## src/shared/ata_feat_pkg.sv

```systemverilog
/*
 * Constants for the set-features and max-address command block:
 * register byte offsets, task-file codes, bit positions, reset values.
 * Assumes a 32-bit AXI4-Lite slave port with byte-addressed words.
 */
`default_nettype none
package ata_feat_pkg;
   localparam int          ADDR_W         = 6;
   localparam logic [5:0]  A_FEAT_ERR     = 6'h00;
   localparam logic [5:0]  A_SCNT         = 6'h04;
   localparam logic [5:0]  A_SNUM         = 6'h08;
   localparam logic [5:0]  A_CYL_LO       = 6'h0c;
   localparam logic [5:0]  A_CYL_HI       = 6'h10;
   localparam logic [5:0]  A_DEVHD        = 6'h14;
   localparam logic [5:0]  A_CMD_STAT     = 6'h18;
   localparam logic [5:0]  A_CTRL         = 6'h1c;
   localparam logic [5:0]  A_STATE        = 6'h20;
   localparam logic [5:0]  A_MAX          = 6'h24;
   localparam int          CTRL_SOFT_RST  = 0;
   localparam int          CTRL_POWER_ON  = 1;
   localparam logic [1:0]  RESP_OKAY      = 2'h0;
   localparam logic [1:0]  RESP_SLVERR    = 2'h2;
   localparam logic [7:0]  CMD_SET_FEAT   = 8'hef;
   localparam logic [7:0]  CMD_SET_MAX    = 8'hf9;
   localparam logic [7:0]  CMD_READ_NATIVE = 8'hf8;
   localparam logic [7:0]  F_WC_ON        = 8'h02;
   localparam logic [7:0]  F_XFER         = 8'h03;
   localparam logic [7:0]  F_APM_ON       = 8'h05;
   localparam logic [7:0]  F_PUIS_ON      = 8'h06;
   localparam logic [7:0]  F_SPINUP       = 8'h07;
   localparam logic [7:0]  F_OFS_ON       = 8'h09;
   localparam logic [7:0]  F_AAM_ON       = 8'h42;
   localparam logic [7:0]  F_ECC52        = 8'h44;
   localparam logic [7:0]  F_RLA_OFF      = 8'h55;
   localparam logic [7:0]  F_REL_ON       = 8'h5d;
   localparam logic [7:0]  F_REV_OFF      = 8'h66;
   localparam logic [7:0]  F_WC_OFF       = 8'h82;
   localparam logic [7:0]  F_APM_OFF      = 8'h85;
   localparam logic [7:0]  F_PUIS_OFF     = 8'h86;
   localparam logic [7:0]  F_OFS_OFF      = 8'h89;
   localparam logic [7:0]  F_RLA_ON       = 8'haa;
   localparam logic [7:0]  F_ECC4         = 8'hbb;
   localparam logic [7:0]  F_AAM_OFF      = 8'hc2;
   localparam logic [7:0]  F_REV_ON       = 8'hcc;
   localparam logic [7:0]  F_REL_OFF      = 8'hdd;
   localparam logic [7:0]  SUB_SET_PW     = 8'h01;
   localparam logic [7:0]  SUB_FREEZE     = 8'h04;
   localparam logic [7:0]  APM_MIN        = 8'h40;
   localparam logic [7:0]  APM_IDLE_MIN   = 8'h80;
   localparam logic [7:0]  APM_MAX        = 8'hbf;
   localparam logic [7:0]  AAM_MIN        = 8'h80;
   localparam logic [7:0]  AAM_NORMAL_MIN = 8'hc0;
   localparam logic [7:0]  AAM_MAX        = 8'hfe;
   localparam logic [4:0]  XT_PIO_DEF     = 5'h00;
   localparam logic [4:0]  XT_PIO_FLOW    = 5'h01;
   localparam logic [4:0]  XT_MDMA        = 5'h04;
   localparam logic [4:0]  XT_UDMA        = 5'h08;
   localparam logic [2:0]  XM_PIO_DEF_MAX = 3'h1;
   localparam logic [2:0]  XM_PIO_MAX     = 3'h4;
   localparam logic [2:0]  XM_MDMA_MAX    = 3'h2;
   localparam logic [2:0]  XM_UDMA_MAX    = 3'h5;
   localparam int          ERR_ABT        = 2;
   localparam int          ST_BSY         = 7;
   localparam logic [7:0]  STAT_BUSY      = 8'h80;
   localparam logic [7:0]  STAT_DONE      = 8'h50;
   localparam logic [7:0]  STAT_ERR       = 8'h01;
   localparam logic [7:0]  ERR_ABT_MASK   = 8'h04;
   localparam logic        RST_WC         = 1'b1;
   localparam logic        RST_ECC52      = 1'b0;
   localparam logic        RST_RLA        = 1'b1;
   localparam logic        RST_REVERT     = 1'b0;
   localparam logic        RST_RELINT     = 1'b0;
   localparam logic [27:0] NATIVE_MAX     = 28'h0ff_ffff;
   localparam logic [7:0]  CHS_MAX_SECTOR = 8'h3f;
endpackage
`default_nettype wire

```

## src/rtl/ata_feat_max.sv

```systemverilog
/*
 * Task-file command engine for set-features and max-address commands,
 * with its task registers reached over AXI4-Lite.
 * Assumes the password logic supplies the lock and freeze levels on this
 * clock; the reassignment-full and hardware-reset inputs are pins.
 */
`timescale 1ns/1ps
`default_nettype none
// Function
// - Unknown feature selector code aborts the set-features command.
// - 02h/82h switch write cache; full reassignment forces it off.
// - 55h turns read look-ahead off, AAh turns it on.
// - 44h selects 52 ECC bytes for long transfers, BBh selects 4.
// - 05h sets power level: 80-BFh idle, 40-7Fh low-RPM, others abort.
// - 85h disables advanced power management.
// - 42h/C2h switch acoustic management; level C0-FEh normal, 80-BFh quiet.
// - Acoustic settings survive power-on, hardware and software resets.
// - 06h/86h switch power-up-in-standby; 07h requests spin-up.
// - 09h enters address-offset operation, 89h leaves it.
// - 66h/CCh switch reverting to defaults; 5Dh/DDh switch release interrupt.
// - Power-on and hardware reset restore documented feature defaults.
// - For 03h sector count splits into transfer type and mode.
// - Legal types: default PIO, flow PIO 0-4, MDMA 0-2, UDMA 0-5.
// - Max-address after read-native sets maximum; else selector picks subcommand.
// - New maximum within capacity; later accesses beyond it are flagged.
// - Second nonvolatile setting aborts until power-on or hardware reset.
// - Max-address after read-native aborts while protection is locked or frozen.
// - Persistence bit keeps maximum over power-on; with offset mode aborts.
// - LBA form takes sector number and cylinders; CHS ignores sector number.
// - Head field gives address bits 24-27 in LBA form.
// - Completion returns the set maximum in the task registers.
module ata_feat_max (
   input  wire logic        aclk,
   input  wire logic        aresetn,
   input  wire logic [5:0]  awaddr,
   input  wire logic        awvalid,
   output logic             awready,
   input  wire logic [31:0] wdata,
   input  wire logic [3:0]  wstrb,
   input  wire logic        wvalid,
   output logic             wready,
   output logic [1:0]       bresp,
   output logic             bvalid,
   input  wire logic        bready,
   input  wire logic [5:0]  araddr,
   input  wire logic        arvalid,
   output logic             arready,
   output logic [31:0]      rdata,
   output logic [1:0]       rresp,
   output logic             rvalid,
   input  wire logic        rready,
   input  wire logic        hard_reset_n,
   input  wire logic        reassign_full,
   input  wire logic        prot_locked,
   input  wire logic        prot_frozen,
   input  wire logic        access_valid,
   input  wire logic [27:0] access_lba,
   output logic             access_beyond,
   output logic             write_cache_on,
   output logic             read_ahead_on,
   output logic             ecc_long_52,
   output logic             apm_on,
   output logic             apm_low_rpm,
   output logic             aam_on,
   output logic             aam_quiet,
   output logic             standby_powerup_on,
   output logic             spinup_req,
   output logic             offset_mode_on,
   output logic             release_int_on,
   output logic             revert_defaults_on,
   output logic [4:0]       xfer_type,
   output logic [2:0]       xfer_mode,
   output logic [3:0]       setmax_sub,
   output logic [27:0]      max_address
);
   import ata_feat_pkg::*;

   typedef struct packed {
      logic        awready, wready, arready, aw_got, w_got, bvalid, rvalid;
      logic [5:0]  awaddr;
      logic [31:0] wdata;
      logic [3:0]  wstrb;
      logic [1:0]  bresp, rresp;
      logic [31:0] rdata;
      logic [7:0]  feat, scnt, snum, cyl_lo, cyl_hi, devhd, cmd, err, stat;
      logic        exec, after_native;
      logic [2:0]  hrst_sync, full_sync;
      logic        hrst_act, full_act;
      logic        wc, rla, ecc52, revert, relint, apm, apm_lowrpm, aam, aam_quiet;
      logic        puis, spinup, offset;
      logic [4:0]  xtype;
      logic [2:0]  xmode;
      logic [3:0]  sub;
      logic [27:0] maxa, nv_maxa;
      logic        nv_valid, nv_done, beyond;
   } state_s;

   state_s s_q;
   state_s s_d;

   function automatic logic feat_defined(input logic [7:0] f);
      case (f)
         F_WC_ON, F_XFER, F_APM_ON, F_PUIS_ON, F_SPINUP, F_OFS_ON, F_AAM_ON, F_ECC52,
         F_RLA_OFF, F_REL_ON, F_REV_OFF, F_WC_OFF, F_APM_OFF, F_PUIS_OFF, F_OFS_OFF,
         F_RLA_ON, F_ECC4, F_AAM_OFF, F_REV_ON, F_REL_OFF: feat_defined = 1'b1;
         default: feat_defined = 1'b0;
      endcase
   endfunction

   function automatic logic xfer_ok(input logic [7:0] sc);
      case (sc[7:3])
         XT_PIO_DEF:  xfer_ok = sc[2:0] <= XM_PIO_DEF_MAX;
         XT_PIO_FLOW: xfer_ok = sc[2:0] <= XM_PIO_MAX;
         XT_MDMA:     xfer_ok = sc[2:0] <= XM_MDMA_MAX;
         XT_UDMA:     xfer_ok = sc[2:0] <= XM_UDMA_MAX;
         default:     xfer_ok = 1'b0;
      endcase
   endfunction

   // Feature defaults; acoustic fields are left alone on purpose
   function automatic state_s feat_defaults(input state_s s);
      state_s r;
      r = s;
      r.wc = ata_feat_pkg::RST_WC;
      r.ecc52 = ata_feat_pkg::RST_ECC52;
      r.rla = ata_feat_pkg::RST_RLA;
      r.revert = ata_feat_pkg::RST_REVERT;
      r.relint = ata_feat_pkg::RST_RELINT;
      r.apm = 1'b0;
      r.apm_lowrpm = 1'b0;
      r.xtype = ata_feat_pkg::XT_PIO_DEF;
      r.xmode = 3'h0;
      r.after_native = 1'b0;
      feat_defaults = r;
   endfunction

   logic [27:0] req_max;
   logic        abort;

   always_comb
   begin
      s_d = s_q;
      abort = 1'b0;
      req_max = s_q.devhd[6] ? {s_q.devhd[3:0], s_q.cyl_hi, s_q.cyl_lo, s_q.snum}
                             : {s_q.devhd[3:0], s_q.cyl_hi, s_q.cyl_lo, CHS_MAX_SECTOR};
      s_d.spinup = 1'b0;
      s_d.sub = 4'h0;
      s_d.exec = 1'b0;
      s_d.beyond = access_valid && (access_lba > s_q.maxa);
      // Pins pass three stages; a level counts once the last two agree
      s_d.hrst_sync = {s_q.hrst_sync[1:0], hard_reset_n};
      s_d.full_sync = {s_q.full_sync[1:0], reassign_full};
      if (s_q.hrst_sync[2] == s_q.hrst_sync[1])
         s_d.hrst_act = ~s_q.hrst_sync[2];
      if (s_q.full_sync[2] == s_q.full_sync[1])
         s_d.full_act = s_q.full_sync[2];

      if (awvalid && s_q.awready)
      begin
         s_d.aw_got = 1'b1;
         s_d.awaddr = awaddr;
      end
      if (wvalid && s_q.wready)
      begin
         s_d.w_got = 1'b1;
         s_d.wdata = wdata;
         s_d.wstrb = wstrb;
      end
      if (bready && s_q.bvalid)
         s_d.bvalid = 1'b0;
      if (s_q.aw_got && s_q.w_got && !s_q.bvalid)
      begin
         s_d.aw_got = 1'b0;
         s_d.w_got = 1'b0;
         s_d.bvalid = 1'b1;
         s_d.bresp = RESP_OKAY;
         // Parameter writes during busy are dropped, not queued
         if (s_q.wstrb[0] && !s_q.stat[ST_BSY])
            case (s_q.awaddr)
               A_FEAT_ERR: s_d.feat = s_q.wdata[7:0];
               A_SCNT:     s_d.scnt = s_q.wdata[7:0];
               A_SNUM:     s_d.snum = s_q.wdata[7:0];
               A_CYL_LO:   s_d.cyl_lo = s_q.wdata[7:0];
               A_CYL_HI:   s_d.cyl_hi = s_q.wdata[7:0];
               A_DEVHD:    s_d.devhd = s_q.wdata[7:0];
               A_CMD_STAT:
               begin
                  s_d.cmd = s_q.wdata[7:0];
                  s_d.exec = 1'b1;
                  s_d.stat = STAT_BUSY;
                  s_d.err = 8'h00;
               end
               default: ;
            endcase
         if (s_q.awaddr > A_MAX || s_q.awaddr[1:0] != 2'h0)
            s_d.bresp = RESP_SLVERR;
      end

      if (rready && s_q.rvalid)
         s_d.rvalid = 1'b0;
      if (arvalid && s_q.arready)
      begin
         s_d.rvalid = 1'b1;
         s_d.rresp = RESP_OKAY;
         case (araddr)
            A_FEAT_ERR: s_d.rdata = {24'h0, s_q.err};
            A_SCNT:     s_d.rdata = {24'h0, s_q.scnt};
            A_SNUM:     s_d.rdata = {24'h0, s_q.snum};
            A_CYL_LO:   s_d.rdata = {24'h0, s_q.cyl_lo};
            A_CYL_HI:   s_d.rdata = {24'h0, s_q.cyl_hi};
            A_DEVHD:    s_d.rdata = {24'h0, s_q.devhd};
            A_CMD_STAT: s_d.rdata = {24'h0, s_q.stat};
            A_CTRL:     s_d.rdata = 32'h0;
            A_STATE:    s_d.rdata = {10'h0, s_q.nv_valid, s_q.nv_done, s_q.after_native,
                                     s_q.offset, s_q.puis, s_q.aam_quiet, s_q.aam,
                                     s_q.apm_lowrpm, s_q.apm, s_q.relint, s_q.revert,
                                     s_q.ecc52, s_q.rla, s_q.wc, s_q.xtype, s_q.xmode};
            A_MAX:      s_d.rdata = {4'h0, s_q.maxa};
            default:
            begin
               s_d.rdata = 32'h0;
               s_d.rresp = RESP_SLVERR;
            end
         endcase
      end

      if (s_q.exec)
      begin
         s_d.after_native = 1'b0;
         case (s_q.cmd)
            CMD_SET_FEAT:
               case (s_q.feat)
                  F_WC_ON:    s_d.wc = !s_q.full_act;
                  F_WC_OFF:   s_d.wc = 1'b0;
                  F_RLA_OFF:  s_d.rla = 1'b0;
                  F_RLA_ON:   s_d.rla = 1'b1;
                  F_ECC52:    s_d.ecc52 = 1'b1;
                  F_ECC4:     s_d.ecc52 = 1'b0;
                  F_XFER:
                     if (xfer_ok(s_q.scnt))
                     begin
                        s_d.xtype = s_q.scnt[7:3];
                        s_d.xmode = s_q.scnt[2:0];
                     end
                     else
                        abort = 1'b1;
                  F_APM_ON:
                     if (s_q.scnt >= APM_MIN && s_q.scnt <= APM_MAX)
                     begin
                        s_d.apm = 1'b1;
                        s_d.apm_lowrpm = s_q.scnt < APM_IDLE_MIN;
                     end
                     else
                        abort = 1'b1;
                  F_APM_OFF:  s_d.apm = 1'b0;
                  F_AAM_ON:
                     if (s_q.scnt >= AAM_MIN && s_q.scnt <= AAM_MAX)
                     begin
                        s_d.aam = 1'b1;
                        s_d.aam_quiet = s_q.scnt < AAM_NORMAL_MIN;
                     end
                     else
                        abort = 1'b1;
                  F_AAM_OFF:  s_d.aam = 1'b0;
                  F_PUIS_ON:  s_d.puis = 1'b1;
                  F_PUIS_OFF: s_d.puis = 1'b0;
                  F_SPINUP:   s_d.spinup = 1'b1;
                  F_OFS_ON:   s_d.offset = 1'b1;
                  F_OFS_OFF:  s_d.offset = 1'b0;
                  F_REV_OFF:  s_d.revert = 1'b0;
                  F_REV_ON:   s_d.revert = 1'b1;
                  F_REL_ON:   s_d.relint = 1'b1;
                  F_REL_OFF:  s_d.relint = 1'b0;
                  default:    abort = 1'b1;
               endcase
            CMD_READ_NATIVE:
            begin
               s_d.after_native = 1'b1;
               {s_d.devhd[3:0], s_d.cyl_hi, s_d.cyl_lo, s_d.snum} = NATIVE_MAX;
            end
            CMD_SET_MAX:
               if (!s_q.after_native)
               begin
                  if (s_q.feat >= SUB_SET_PW && s_q.feat <= SUB_FREEZE)
                     s_d.sub[s_q.feat[1:0] - 2'h1] = 1'b1;
                  else
                     abort = 1'b1;
               end
               else if (prot_locked || prot_frozen)
                  abort = 1'b1;
               else if (s_q.scnt[0] && (s_q.offset || s_q.nv_done))
                  abort = 1'b1;
               else if (req_max > NATIVE_MAX)
                  abort = 1'b1;
               else
               begin
                  s_d.maxa = req_max;
                  if (s_q.scnt[0])
                  begin
                     s_d.nv_maxa = req_max;
                     s_d.nv_valid = 1'b1;
                     s_d.nv_done = 1'b1;
                  end
                  s_d.snum = s_q.devhd[6] ? req_max[7:0] : CHS_MAX_SECTOR;
               end
            default: abort = 1'b1;
         endcase
         s_d.err = abort ? ERR_ABT_MASK : 8'h00;
         s_d.stat = abort ? (STAT_DONE | STAT_ERR) : STAT_DONE;
      end

      // Control writes model a power cycle and a soft reset of the drive
      if (s_q.aw_got && s_q.w_got && !s_q.bvalid && s_q.awaddr == A_CTRL && s_q.wstrb[0])
      begin
         if (s_q.wdata[CTRL_POWER_ON])
         begin
            s_d = feat_defaults(s_d);
            s_d.maxa = s_q.nv_valid ? s_q.nv_maxa : NATIVE_MAX;
            s_d.nv_done = 1'b0;
         end
         else if (s_q.wdata[CTRL_SOFT_RST] && s_q.revert)
            s_d = feat_defaults(s_d);
      end
      if (s_q.hrst_act)
      begin
         s_d = feat_defaults(s_d);
         s_d.nv_done = 1'b0;
      end

      // Reassignment overflow wins over any enable or reset default
      if (s_q.full_act)
         s_d.wc = 1'b0;

      s_d.awready = !s_d.aw_got && !s_d.bvalid;
      s_d.wready = !s_d.w_got && !s_d.bvalid;
      s_d.arready = !s_d.rvalid;
   end

   always_ff @(posedge aclk)
   begin
      if (!aresetn)
      begin
         s_q <= '0;
         s_q.hrst_sync <= 3'h7;
         s_q.wc <= RST_WC;
         s_q.rla <= RST_RLA;
         s_q.ecc52 <= RST_ECC52;
         s_q.revert <= RST_REVERT;
         s_q.relint <= RST_RELINT;
         s_q.stat <= STAT_DONE;
         s_q.maxa <= NATIVE_MAX;
         s_q.nv_maxa <= NATIVE_MAX;
      end
      else
         s_q <= s_d;
   end

   assign awready = s_q.awready;
   assign wready = s_q.wready;
   assign bvalid = s_q.bvalid;
   assign bresp = s_q.bresp;
   assign arready = s_q.arready;
   assign rvalid = s_q.rvalid;
   assign rdata = s_q.rdata;
   assign rresp = s_q.rresp;
   assign access_beyond = s_q.beyond;
   assign write_cache_on = s_q.wc;
   assign read_ahead_on = s_q.rla;
   assign ecc_long_52 = s_q.ecc52;
   assign apm_on = s_q.apm;
   assign apm_low_rpm = s_q.apm_lowrpm;
   assign aam_on = s_q.aam;
   assign aam_quiet = s_q.aam_quiet;
   assign standby_powerup_on = s_q.puis;
   assign spinup_req = s_q.spinup;
   assign offset_mode_on = s_q.offset;
   assign release_int_on = s_q.relint;
   assign revert_defaults_on = s_q.revert;
   assign xfer_type = s_q.xtype;
   assign xfer_mode = s_q.xmode;
   assign setmax_sub = s_q.sub;
   assign max_address = s_q.maxa;
endmodule
`default_nettype wire

```

## config.mk

```make
export PLATFORM = sky130hd
export DESIGN_NAME = ata_feat_max
export DESIGN_NICKNAME = d
export VERILOG_FILES = /design/src/shared/ata_feat_pkg.sv /design/src/rtl/ata_feat_max.sv
export SDC_FILE = /design/constraint.sdc
export NUM_CORES = 1
export LEC_CHECK = 0
export CAP_MARGIN = 20
export CORE_MARGIN = 2
export CORE_UTILIZATION = 45
export CTS_BUF_LIST = sky130_fd_sc_hd__clkbuf_4 sky130_fd_sc_hd__clkbuf_8 sky130_fd_sc_hd__clkbuf_16
export CTS_CLUSTER_DIAMETER = 60
export DETAILED_ROUTE_END_ITERATION = 12
export DONT_BUFFER_PORTS = 1
export PLACE_DENSITY = 0.57
export SKIP_LAST_GASP = 1
export SYNTH_ARGS = -nofsm -noshare
export SYNTH_HDL_FRONTEND = slang
export SYNTH_SLANG_ARGS = --single-unit
```

## constraint.sdc

```tcl
create_clock -name aclk -period 5.2 [get_ports aclk]
set_clock_uncertainty 0.05 [all_clocks]
set_input_delay 0.52 -clock aclk [delete_from_list [all_inputs] [get_ports aclk]]
set_output_delay 0.52 -clock aclk [all_outputs]
set_load 0.02 [all_outputs]
```

## Yosys cells after proc, flatten, opt, wreduce, memory -nomap -nowiden

Cells that the tools add are included.

| storage, ports and cells | value |
|---|---|
| bits in registers | 250 |
| input bits | 88 |
| output and inout port bits | 94 |

| cells by class | value |
|---|---|
| add/sub/neg operators | 1 |
| order comparisons | 17 |
| eq/ne operators | 44 |
| multiplexer cells | 89 |
| bitwise operators | 2 |
| reduce and logical (&&, ||, !) cells | 36 |

Operators by type and width:

| operator | count |
|---|---|
| 92-bit two-way mux | 3 |
| 28-bit one-hot mux with 9 select lines | 1 |
| 58-bit two-way mux | 4 |
| 73-bit two-way mux | 2 |
| 8-bit two-way mux | 14 |
| 8-bit == test (second input constant) | 12 |
| 83-bit two-way mux | 1 |
| 82-bit two-way mux | 1 |
| 62-bit two-way mux | 1 |
| 6-bit by 5-bit == test with 1-bit output (second input constant) | 8 |
| 8-bit by 7-bit == test with 1-bit output (second input constant) | 5 |
| 36-bit two-way mux | 1 |
| 34-bit two-way mux | 1 |
| 16-bit two-way mux | 2 |
| 30-bit two-way mux | 1 |
| 28-bit by 24-bit greater-than comparator with 1-bit output (second input constant) | 1 |
| 28-bit greater-than comparator | 1 |
| 28-bit two-way mux | 1 |
| 1-bit two-way mux | 27 |
| 25-bit two-way mux | 1 |
| 6-bit by 4-bit == test with 1-bit output (second input constant) | 4 |
| 8-bit by 3-bit == test with 1-bit output (second input constant) | 3 |
| 24-bit two-way mux | 1 |
| 20-bit two-way mux | 1 |
| 40 further kinds | 92 |

## Depth between registers and ports, before layout

Gate-level depths: netlist (run 1).

| depth | value |
|---|---|
| depth in word-level cells | 14 |
| mapped depth | 9 |

## Worst setup path after synthesis (run 1)

No wires, ideal clock.

| path | value |
|---|---|
| path type | reg2reg |
| from | register s_q (netlist bit bvalid) |
| to | register s_q[159] (netlist bit) |
| arrival | 1968 ps |
| slack | 3050 ps |
| stages on the path, launching flop included | 8 |
| path buffers | 2 |
| path through | dfxtp_1 -> nand3b_4 -> or4b_1 -> buf_2 -> or4_1 -> clkbuf_1 -> nand2_1 -> a21oi_1 |

| between the ends | value |
|---|---|
| longest elaborated chain between the ends | 3 |

Ends and longest elaborated chain:

| item | RTL line | RTL |
|---|---|---|
| start: declaration | ata_feat_max.sv:98 | `state_s s_q;` |
| 1-bit logical NOT | ata_feat_max.sv:171 | `if (s_q.aw_got && s_q.w_got && !s_q.bvalid)` |
| 1-bit logical AND | ata_feat_max.sv:171 |  |
| 73-bit two-way mux | ata_feat_max.sv:171 |  |

No other way between the ends.
A chain may end at the register's enable or synchronous reset.

## Worst setup path in the final report (run 1)

| path | value |
|---|---|
| from | register s_q (netlist bit bvalid) |
| to | register s_q (netlist bit max_address[6]) |

| between the ends | value |
|---|---|
| longest elaborated chain between the ends | 6 |

Ends and longest elaborated chain:

| item | RTL line | RTL |
|---|---|---|
| 1-bit logical NOT | ata_feat_max.sv:313 | `if (s_q.aw_got && s_q.w_got && !s_q.bvalid && s_q.awaddr == A_CTRL && s_q.wstrb[0])` |
| 1-bit logical AND (3 in a row) | ata_feat_max.sv:313 |  |
| 92-bit two-way mux | ata_feat_max.sv:313 |  |
| 83-bit two-way mux | ata_feat_max.sv:324 | `if (s_q.hrst_act)` |

No other way between the ends.

==> qor.yml, run 1 <==
yosys-top-cells-count: "dfxtp_1 (204), nand2_1 (165), a21oi_1 (108)"
worstMarginPinSlew_ns: 1.10
route.detailed.drc: 0
hold_viol: 0
diodes: 0
yosysMostFrequentCell: "dfxtp_1"
fp.dieH_um: 152
dp_cells: 1323
slowest_stage: "nor3b_1"
cts_max_level: 1
r2r-end: "max_address[6]"
clkPwrFrac_pct: 51.4
clk-insertion-delay-late_ns: 0.51
final_nets: 1188
sequentialPowerShare_pct: 46.0
cts_tree: "done"
rsz0062_at_grt: "false"
core-area_mm2: 0.0218
clkTransAtPathRegs_ns: 0.06
async_flop_share_pct: 0
die-area_mm2: 0.0232
antenna_left: 0
ys_dominant_reg_cell: "dfxtp_1"
grt_max_degree: 54
hold_path_depth: 1
reg2regPathDepth: 6
die_x_um: 152
cts_buffers: 24
regToRegSetupSlack_ns: 2.01
r2r_start: "bvalid"
wl_per_cell_um: 21.0
path_buf_inv: 0
via_per_inst: 5.80
ys_warn_count: 0
met3_usage_pct: 6.11
p_per_area_mw_per_mm2: 336
post-route-period-util_pct: 61.4
finalCriticalPeriod_ns: 3.19
postSynthCellCount: 1179
hp-class: "input pin to register"
final_max_slew_viol_count: 0
use_met2_pct: 37.9
port-buffer-count: 0
intPower_mw: 2.73
critical_path_required_ns: 5.55
pwr-share-comb_pct: 2.5
synth_area_mm2: 0.00992
p_switching_mw: 0.760
yosysTopAreaCell: "dfxtp_1"
critPathTopFamily: "simple AND/OR/NAND/NOR gates"
areaGrowthSynthToFinish_pct: 4.61
drv_cap: 0
ys_top_cells_by_area: "dfxtp_1 (41%), nand2_1 (6.2%), buf_4 (5.8%)"
slowest_delay_ns: 0.70
clockRootBuffer: "clkbuf_16"
setup_viol: 0
swShare_pct: 21.8
post_cts_buffers: 0
cts_resized: 0
whs_endpoint: "s_q[19]"
ys_seq_elements: 204
synthDominantCellAreaShare_pct: 41.2
antenna_found_initial: 0
rows: 54
multi_input_area_mm2: 0.00485
slew_headroom_pct: 26.1
seq_area_frac_synth_pct: 41.2
p_leak_nw: 4.04
post_dp_cell_area_mm2: 0.00952
irDropWorstVdd_v: 0.000253
cp_cell_sequence: "nand3b_4 > nor4bb_1 > nor3b_1 > and2_1 > nand2_1 > o22a_1"
drive_above_1_share_pct: 8.29
firstDrtPassIters: 6
status: "complete, no violations"
grt_pass1_wl_um: 44400
gr-total-overflow: 0
final_cell_area_mm2: 0.0104
clock.fmax_mhz: 313
hold_buffers: 0
synth_cell_types: 73
clockBufferDepth: 3
synth.avg_cell_area_um2: 8.41
power_mw: 3.49
grt_most_used_layer: "met2"
drt_iter0_drc: 596
clock-sinks: 204
grt_usage_pct: 23.9
cp-end-kind: "register"
routed_wl_um: 28700
cp-start-kind: "register"
routed-via-count: 7929
worstHoldStart: "aresetn"
hpwl_um: 20600
met1_usage_pct: 33.0
path_class: "register to register"
seqCellArea_mm2: 0.00408
start_util_pct: 45.6
fill_cells: 2103
crit_cells: 6
cp.arrival_ns: 3.55
cp_max_fo: 24
synth_edf_count: 0
final.setup.tns_ns: 0
grt_pass1_vias: 7391
stdcell_count: 1366
io_pins: 182
gp_congestion: 0.960
power by group through the flow:
stage / registers [mW] / clock network (mW) / logic (mW)
finish: 1.60 / 1.79 / 0.0884
global route: 1.60 / 1.89 / 0.0996
CTS: 1.60 / 1.82 / 0.0885
detailed placement: 1.64 / 0 / 0.0880
global placement: 1.64 / 0 / 0.0872
floorplan: 1.62 / 0 / 0.0936
stage by stage:
step	setup WS, ns	hold slack (ns)	util [%]
finish	2.01	0.0401	47.7
global route	1.75	0.0201	47.7
CTS	2.04	0.0248	47.7
detailed placement	2.06	0.359	43.7
global placement	1.86	0.349	43.6
floorplan	3.05	0.336	-
layer usage:
layer	up-vias	routed length (um)	part of all wire, %
li1	3870	-	-
met1	3715	12800	44
met2	305	12900	45
met3	39	2530	8.8
met4	0	523	1.8
met5	-	0	0
state kept, by name, indices dropped and copies added (netlist names), 3 cells and up:
signal / flops
max_address: 28
xfer_mode: 3
xfer_type: 5
setmax_sub: 4
rdata: 28
s_q: 116
placed cells by master (no fill, tap or decap), drive strengths merged, types with 9 or more instances in the layout:
cell	instances
o21ai	46
clkbuf	34
nand2	166
nor4	9
nand3	39
ha	31
o211ai	11
nor2	104
a31oi	12
and3	11
dfxtp	204
inv	40
mux2i	40
nor3	16
a21oi	108
a2bb2oi	25
nor2b	12
a22oi	21
nand2b	15
and2	9
a222oi	14
nand4	13
worst max-delay path by stage:
stage | from | endpoint | slack, ns
after floorplan | bvalid | s_q[159] | 3.05
after global placement | prot_frozen | s_q[29] | 1.86
after detailed placement | bvalid | max_address[6] | 2.06
after CTS | bvalid | max_address[6] | 2.04
after global routing | bvalid | max_address[6] | 1.75
final | bvalid | max_address[6] | 2.01
cell type report:
class / instances / share of cell area [%]
flip-flops and latches: 204 / 39.4
multi-input cells: 792 / 46.8
repair buffers: 9 / 0.868
clock inverters: 9 / 1.28
well taps: 280 / 3.38
inverters: 38 / 1.37
clock buffers: 34 / 6.98
logic make-up after synthesis:
logic type               count (synthesis)  synth area share, %
AO/OA/AOI/OAI                          275                 17.9
XOR/XNOR                                 1               0.0883
adder cells (fa/ha/maj)                 31                 3.91
buffers and inverters                  188                 10.2
flip-flops                             204                 41.2
multiplexers                            48                 4.95
other                                    1               0.0378
AND/OR/NAND/NOR                        431                 21.7
Power figures use the tool's default switching activity.
==> run 2: changes to the inputs <==
Clock period 5.2 ns to 2.97 ns, I/O delays scaled along.
==> run 2 against run 1 <==
  * Sequential cell count is the same
  * First-iteration DRC count grew 8.7%
  * Final area grew 4.2%
  * Largest cell class unchanged
  * Largest power group unchanged
==> qor.yml, run 2 (synthesized netlist as in run 1, its figures left out) <==
hold_viol: 0  # unchanged
grt_usage_pct: 24.7  # +0.77 points
die-area_mm2: 0.0232  # unchanged
final.setup.tns_ns: 0  # unchanged
cts_tree: "done"
grt_max_degree: 51  # -5.6%
firstDrtPassIters: 5  # -1
io_pins: 182  # unchanged
irDropWorstVdd_v: 0.000320  # +26%
clockBufferDepth: 3  # unchanged
cp_max_fo: 8  # -67%
cp-start-kind: "register"
slowest_delay_ns: 0.72  # +0.02 ns
die_x_um: 152  # unchanged
worstMarginPinSlew_ns: 0.690  # -0.413 ns
critPathTopFamily: "simple AND/OR/NAND/NOR gates"
cts_buffers: 24  # unchanged
dp_cells: 1343  # +1.5%
p_leak_nw: 4.25  # +5.3%
largest-register: "s_q"
p_per_area_mw_per_mm2: 559  # +66%
grt_pass1_vias: 7608  # +2.9%
cp_cell_sequence: "nand3b_4 > or4b_1 > or4_1 > nand2_1 > a21oi_1"
areaGrowthSynthToFinish_pct: 8.99
clkTransAtPathRegs_ns: 0.06  # about the same
fp.dieH_um: 152  # unchanged
drt_iter0_drc: 648  # +8.7%
critical_path_required_ns: 3.29  # -2.26 ns
largest_reg_flops: 116  # unchanged
wl_per_cell_um: 20.7  # -1.6%
cp-end-kind: "register"
final_cell_area_mm2: 0.0108  # +4.2%
drive_above_1_share_pct: 9.83  # +1.5 points
status: "complete, no violations"
hp-class: "input pin to register"
path_buf_inv: 0  # unchanged
final_max_slew_viol_count: 0  # unchanged
finalCriticalPeriod_ns: 2.42  # -0.774 ns
layout_commonest_cell: "dfxtp_1"
final_nets: 1240  # +4.4%
slowest_stage: "or4_1"
antenna_found_initial: 0  # unchanged
path_class: "register to register"
gr-total-overflow: 0  # unchanged
drv_cap: 0  # unchanged
clock-sinks: 204  # unchanged
clockRootBuffer: "clkbuf_16"
use_met2_pct: 39.8  # +1.9 points
start_util_pct: 45.6  # unchanged
gp_congestion: 0.901  # -6.1%
hold_buffers: 32  # +32
rows: 54  # unchanged
stdcell_count: 1419  # +3.9%
post_dp_cell_area_mm2: 0.00965  # +1.3%
hpwl_um: 20900  # +1.8%
grt_most_used_layer: "met2"
clk-insertion-delay-late_ns: 0.53  # +0.02 ns
regToRegSetupSlack_ns: 0.55  # -1.46 ns
fill_cells: 2141  # +1.8%
met3_usage_pct: 6.34  # +0.23 points
slew_headroom_pct: 53.7  # +28 points
antenna_left: 0  # unchanged
grt_pass1_wl_um: 45600  # +2.7%
core-area_mm2: 0.0218  # unchanged
met1_usage_pct: 34.1  # +1.1 points
route.detailed.drc: 0  # unchanged
port-buffer-count: 0  # unchanged
post-route-period-util_pct: 81.5  # +20 points
cp.arrival_ns: 2.74  # -0.81 ns
post_cts_buffers: 0  # unchanged
routed_wl_um: 29300  # +2.3%
routed-via-count: 8147  # +2.7%
clock.fmax_mhz: 413  # +32%
via_per_inst: 5.74  # -1.1%
final_cell_mix: "dfxtp_1 (204), nand2_1 (165), a21oi_1 (108)"
setup_viol: 0  # unchanged
cts_resized: 0  # unchanged
rsz0062_at_grt: "false"
diodes: 0  # unchanged
cts_max_level: 1  # unchanged
==> run 2: cell types whose count changed in the layout (fill, tap and decap cells not counted), sizes merged <==
cell           previous run  this run
clkdlybuf4s18             1         0
buf                       8        30
clkinv                    2         5
dlygate4sd3               0        31
clkbuf                   34        35
clkinvlp                  2         1
bufinv                    3         2
inv                      40        39
==> run 2: path summary, 6_finish.rpt <==
kind,from,end,depth (start not counted)
worst max-delay path,bvalid,s_q[153],5
worst min-delay path,aresetn,s_q[21],2
worst max register to register,bvalid,s_q[153],5
worst min register to register,s_q[88],s_q[89],1
==> run 2: routing by layer <==
metal / wire (um) / vias to the layer above
li1: - / 3975
met1: 13100 / 3839
met2: 13400 / 294
met3: 2470 / 39
met4: 418 / 0
met5: 0 / -
==> run 2: power breakdown <==
part           switching (mW)  internal [mW]
Clock                    1.17           1.85
Sequential             0.0452           2.76
Combinational           0.132         0.0839
==> run 2: through the flow <==
stage / hold slack, ns / utilization [%] / setup slack, ns / power [mW]
floorplan: 0.336 / - / 0.820 / 3.00
global placement: 0.329 / 44.3 / 0.573 / 3.03
detailed placement: 0.334 / 44.3 / 0.563 / 3.03
CTS: 0.0224 / 49.7 / 0.555 / 6.08
global route: 0.0222 / 49.7 / 0.400 / 6.22
finish: 0.0203 / 49.7 / 0.550 / 6.04
==> run 2: layout make-up <==
| class | count | area (um^2) | share of cell area, % |
|---|---|---|---|
| clock buffers | 35 | 714 | 6.61 |
| clock inverters | 9 | 113 | 1.04 |
| inverters | 38 | 143 | 1.32 |
| multi-input cells | 792 | 4850 | 44.9 |
| flip-flops and latches | 204 | 4080 | 37.8 |
| well taps | 280 | 350 | 3.24 |
| repair buffers | 61 | 556 | 5.14 |
==> run 3: changes to the inputs <==
Settings changed: ABC_AREA set to 1.
Clock period 2.97 ns to 2.4 ns, I/O delays scaled along.
==> run 3 against run 2 <==
  * The run now ends with hold timing left
  * Critical path depth grew 1
  * Combinational power is 54% higher
  * Sequential power grew 24%
  * Setup slack worse by 0.16 ns
  * Register-to-register slack worse by 0.16 ns
  * Sequential share of layout area down 1.7 points
  * Global-route usage increased by 1.7 points
  * Critical path type unchanged
  * Largest cell class unchanged
==> qor.yml, run 3 <==
port-buffer-count: 0  # unchanged
seq_area_frac_synth_pct: 39.4  # -1.8 points
clockRootBuffer: "clkbuf_16"
cts_buffers: 26  # +8.3%
grt_pass1_vias: 8520  # +12%
slowest_stage: "nor2_1"
slew_headroom_pct: 58.4  # +4.8 points
status: "complete, but fails checks"
hold_ws_ns: -0.0160  # -0.0363 ns
layout_commonest_cell: "nand2_1"
routed_wl_um: 32500  # +11%
grt_max_degree: 107  # +110%
gr-total-overflow: 0  # unchanged
irDropWorstVdd_v: 0.000696  # +120%
clkTransAtPathRegs_ns: 0.06  # about the same
drv_cap: 0  # unchanged
synth.avg_cell_area_um2: 7.07  # -16%
routed-via-count: 9185  # +13%
antenna_left: 0  # unchanged
final.setup.tns_ns: 0  # unchanged
wl_per_cell_um: 18.7  # -9.5%
cp.arrival_ns: 2.39  # -0.35 ns
synthDominantCellAreaShare_pct: 39.4  # -1.8 points
die-area_mm2: 0.0243  # +4.3%
finalCriticalPeriod_ns: 2.01  # -0.410 ns
cp-start-kind: "register"
route.detailed.drc: 0  # unchanged
worstMarginPinSlew_ns: 0.621  # -0.0689 ns
clock-sinks: 204  # unchanged
yosysMostFrequentCell: "nand2_1"
cp-end-kind: "register"
slowest_delay_ns: 0.51  # -0.21 ns
yosysTopAreaCell: "dfxtp_1"
final_nets: 1548  # +25%
ys_dominant_reg_cell: "dfxtp_1"
largest-register: "s_q"
violations: "hold timing"
hp-class: "input pin to register"
path_class: "register to register"
areaGrowthSynthToFinish_pct: 9.29
final_cell_mix: "nand2_1 (292), dfxtp_1 (204), inv_1 (177)"
io_pins: 182  # unchanged
rows: 55  # +1.9%
clk-insertion-delay-late_ns: 0.55  # +0.02 ns
synth_edf_count: 0  # unchanged
post-route-period-util_pct: 83.7  # +2.3 points
firstDrtPassIters: 6  # +1
synth_cell_types: 45  # -38%
clock.fmax_mhz: 498  # +20%
p_leak_nw: 5.16  # +21%
critical_path_required_ns: 2.79  # -0.50 ns
gp_congestion: 0.929  # +3.2%
drt_iter0_drc: 750  # +16%
fill_cells: 2315  # +8.1%
largest_reg_flops: 116  # unchanged
p_per_area_mw_per_mm2: 674  # +21%
yosys-top-cells-count: "nand2_1 (292), dfxtp_1 (204), inv_1 (177)"
hold_viol: 1  # +1
grt_pass1_wl_um: 49100  # +7.7%
drive_above_1_share_pct: 9.26  # -0.57 points
ys_warn_count: 0  # unchanged
clockBufferDepth: 3  # unchanged
hpwl_um: 24000  # +15%
cts_max_level: 1  # unchanged
grt_usage_pct: 26.4  # +1.7 points
post-route-util_pct: 50.0  # +0.32 points
via_per_inst: 5.30  # -7.7%
rsz0062_at_grt: "false"
critPathTopFamily: "simple AND/OR/NAND/NOR gates"
start_util_pct: 45.8  # +0.17 points
path_buf_inv: 1  # +1
ys_top_cells_by_area: "dfxtp_1 (39%), nand2_1 (11%), o21ai_0 (8.1%)"
final_max_slew_viol_count: 0  # unchanged
setup_viol: 0  # unchanged
antenna_found_initial: 2  # +2
synth_area_mm2: 0.0104  # +4.5%
postSynthCellCount: 1466  # +24%
cts_tree: "done"
fp.dieH_um: 156  # +2.1%
cp_cell_sequence: "nand3b_4 > nor2_2 > nand2_1 > nor2_1 > inv_1 > a211oi_1"
cp_max_fo: 11  # +3
ys_seq_elements: 204  # unchanged
async_flop_share_pct: 0  # unchanged
die_x_um: 156  # +2.1%
core-area_mm2: 0.0226  # +4.1%
[run 3: cell count changes in the layout (fill, tap and decap cells not counted), sizes merged, moves of 14 or more]
cell	before	now
o21ai	46	174
inv	39	188
a22oi	21	0
a2bb2oi	25	0
o211ai	11	32
nor2	104	184
nand2	166	295
mux2i	40	0
nand2b	15	0
a222oi	14	0
[run 3: worst paths after layout]
check,start,cells past startpoint,end,slack (ns)
hold / removal,prot_locked,5,s_q[26],-0.02
hold reg to reg,s_q[88],1,s_q[89],0.38
setup reg to reg,bvalid,6,s_q[117],0.39
setup / recovery,bvalid,6,s_q[117],0.39
[run 3: kinds of logic (layout without fill, tap and decap cells)]
family	count (synthesis)	count (layout)	synth area share, %
adders and majority gates	32	32	3.84
and+or+nand+nor	568	568	23.5
other	1	8	0.0362
buffers and inverters	318	294	14.9
AOI/OAI and AO/OA	343	343	18.3
DFF	204	204	39.4
[run 3: tightest hold or removal path, stage by stage]
cell	delay, ns
nor3_4	0.04
nand3_4	0.10
nor2_4	0.04
nand2_1	0.05
nand3_1	0.06
[run 3: power by group]
part / total [mW] / switching (mW) / internal [mW]
Sequential: 3.46 / 0.0348 / 3.42
Clock: 3.84 / 1.55 / 2.29
Combinational: 0.332 / 0.234 / 0.0983
Total: 7.63 / 1.82 / 5.81
[run 3: area by class of cell]
class                           count  area, um^2  share of cell area, %
Multi-Input combinational cell    949        4750                   42.0
Sequential cell                   204        4080                   36.1
Clock buffer                       34         742                   6.55
Inverter                          188         706                   6.23
Timing Repair Buffer               60         561                   4.95
Tap cell                          285         357                   3.15
Clock inverter                     12         114                   1.01
Antenna cell                        2        5.00                 0.0442
[run 3: metal layers]
layer | vias up | GRT usage, % | wire, um
met3 | 70 | 4.61 | 2210
li1 | 4599 | - | -
met2 | 320 | 42.3 | 14300
met5 | - | 0 | 0
met4 | 0 | 10.1 | 1260
met1 | 4196 | 35.5 | 14700
[run 3: what timing repair did]
action / in CTS / in global routing
gates resized for setup: 0 / 0
setup buffers: 0 / 0
hold buffers: 23 / 0
hold endpoints to repair: 124 / 0
setup endpoints to repair: 0 / 18
[run 3: metrics by stage]
stage	instance area (um^2)	cells	setup slack (ns)	power, mW
2_1_floorplan	10400	1471	0.774	3.75
3_3_place_gp	10200	1664	0.447	3.80
5_1_grt	11300	1732	0.158	7.88
3_5_place_dp	10200	1664	0.381	3.80
4_1_cts	11300	1733	0.0370	7.69
6_report	11300	1734	0.390	7.63
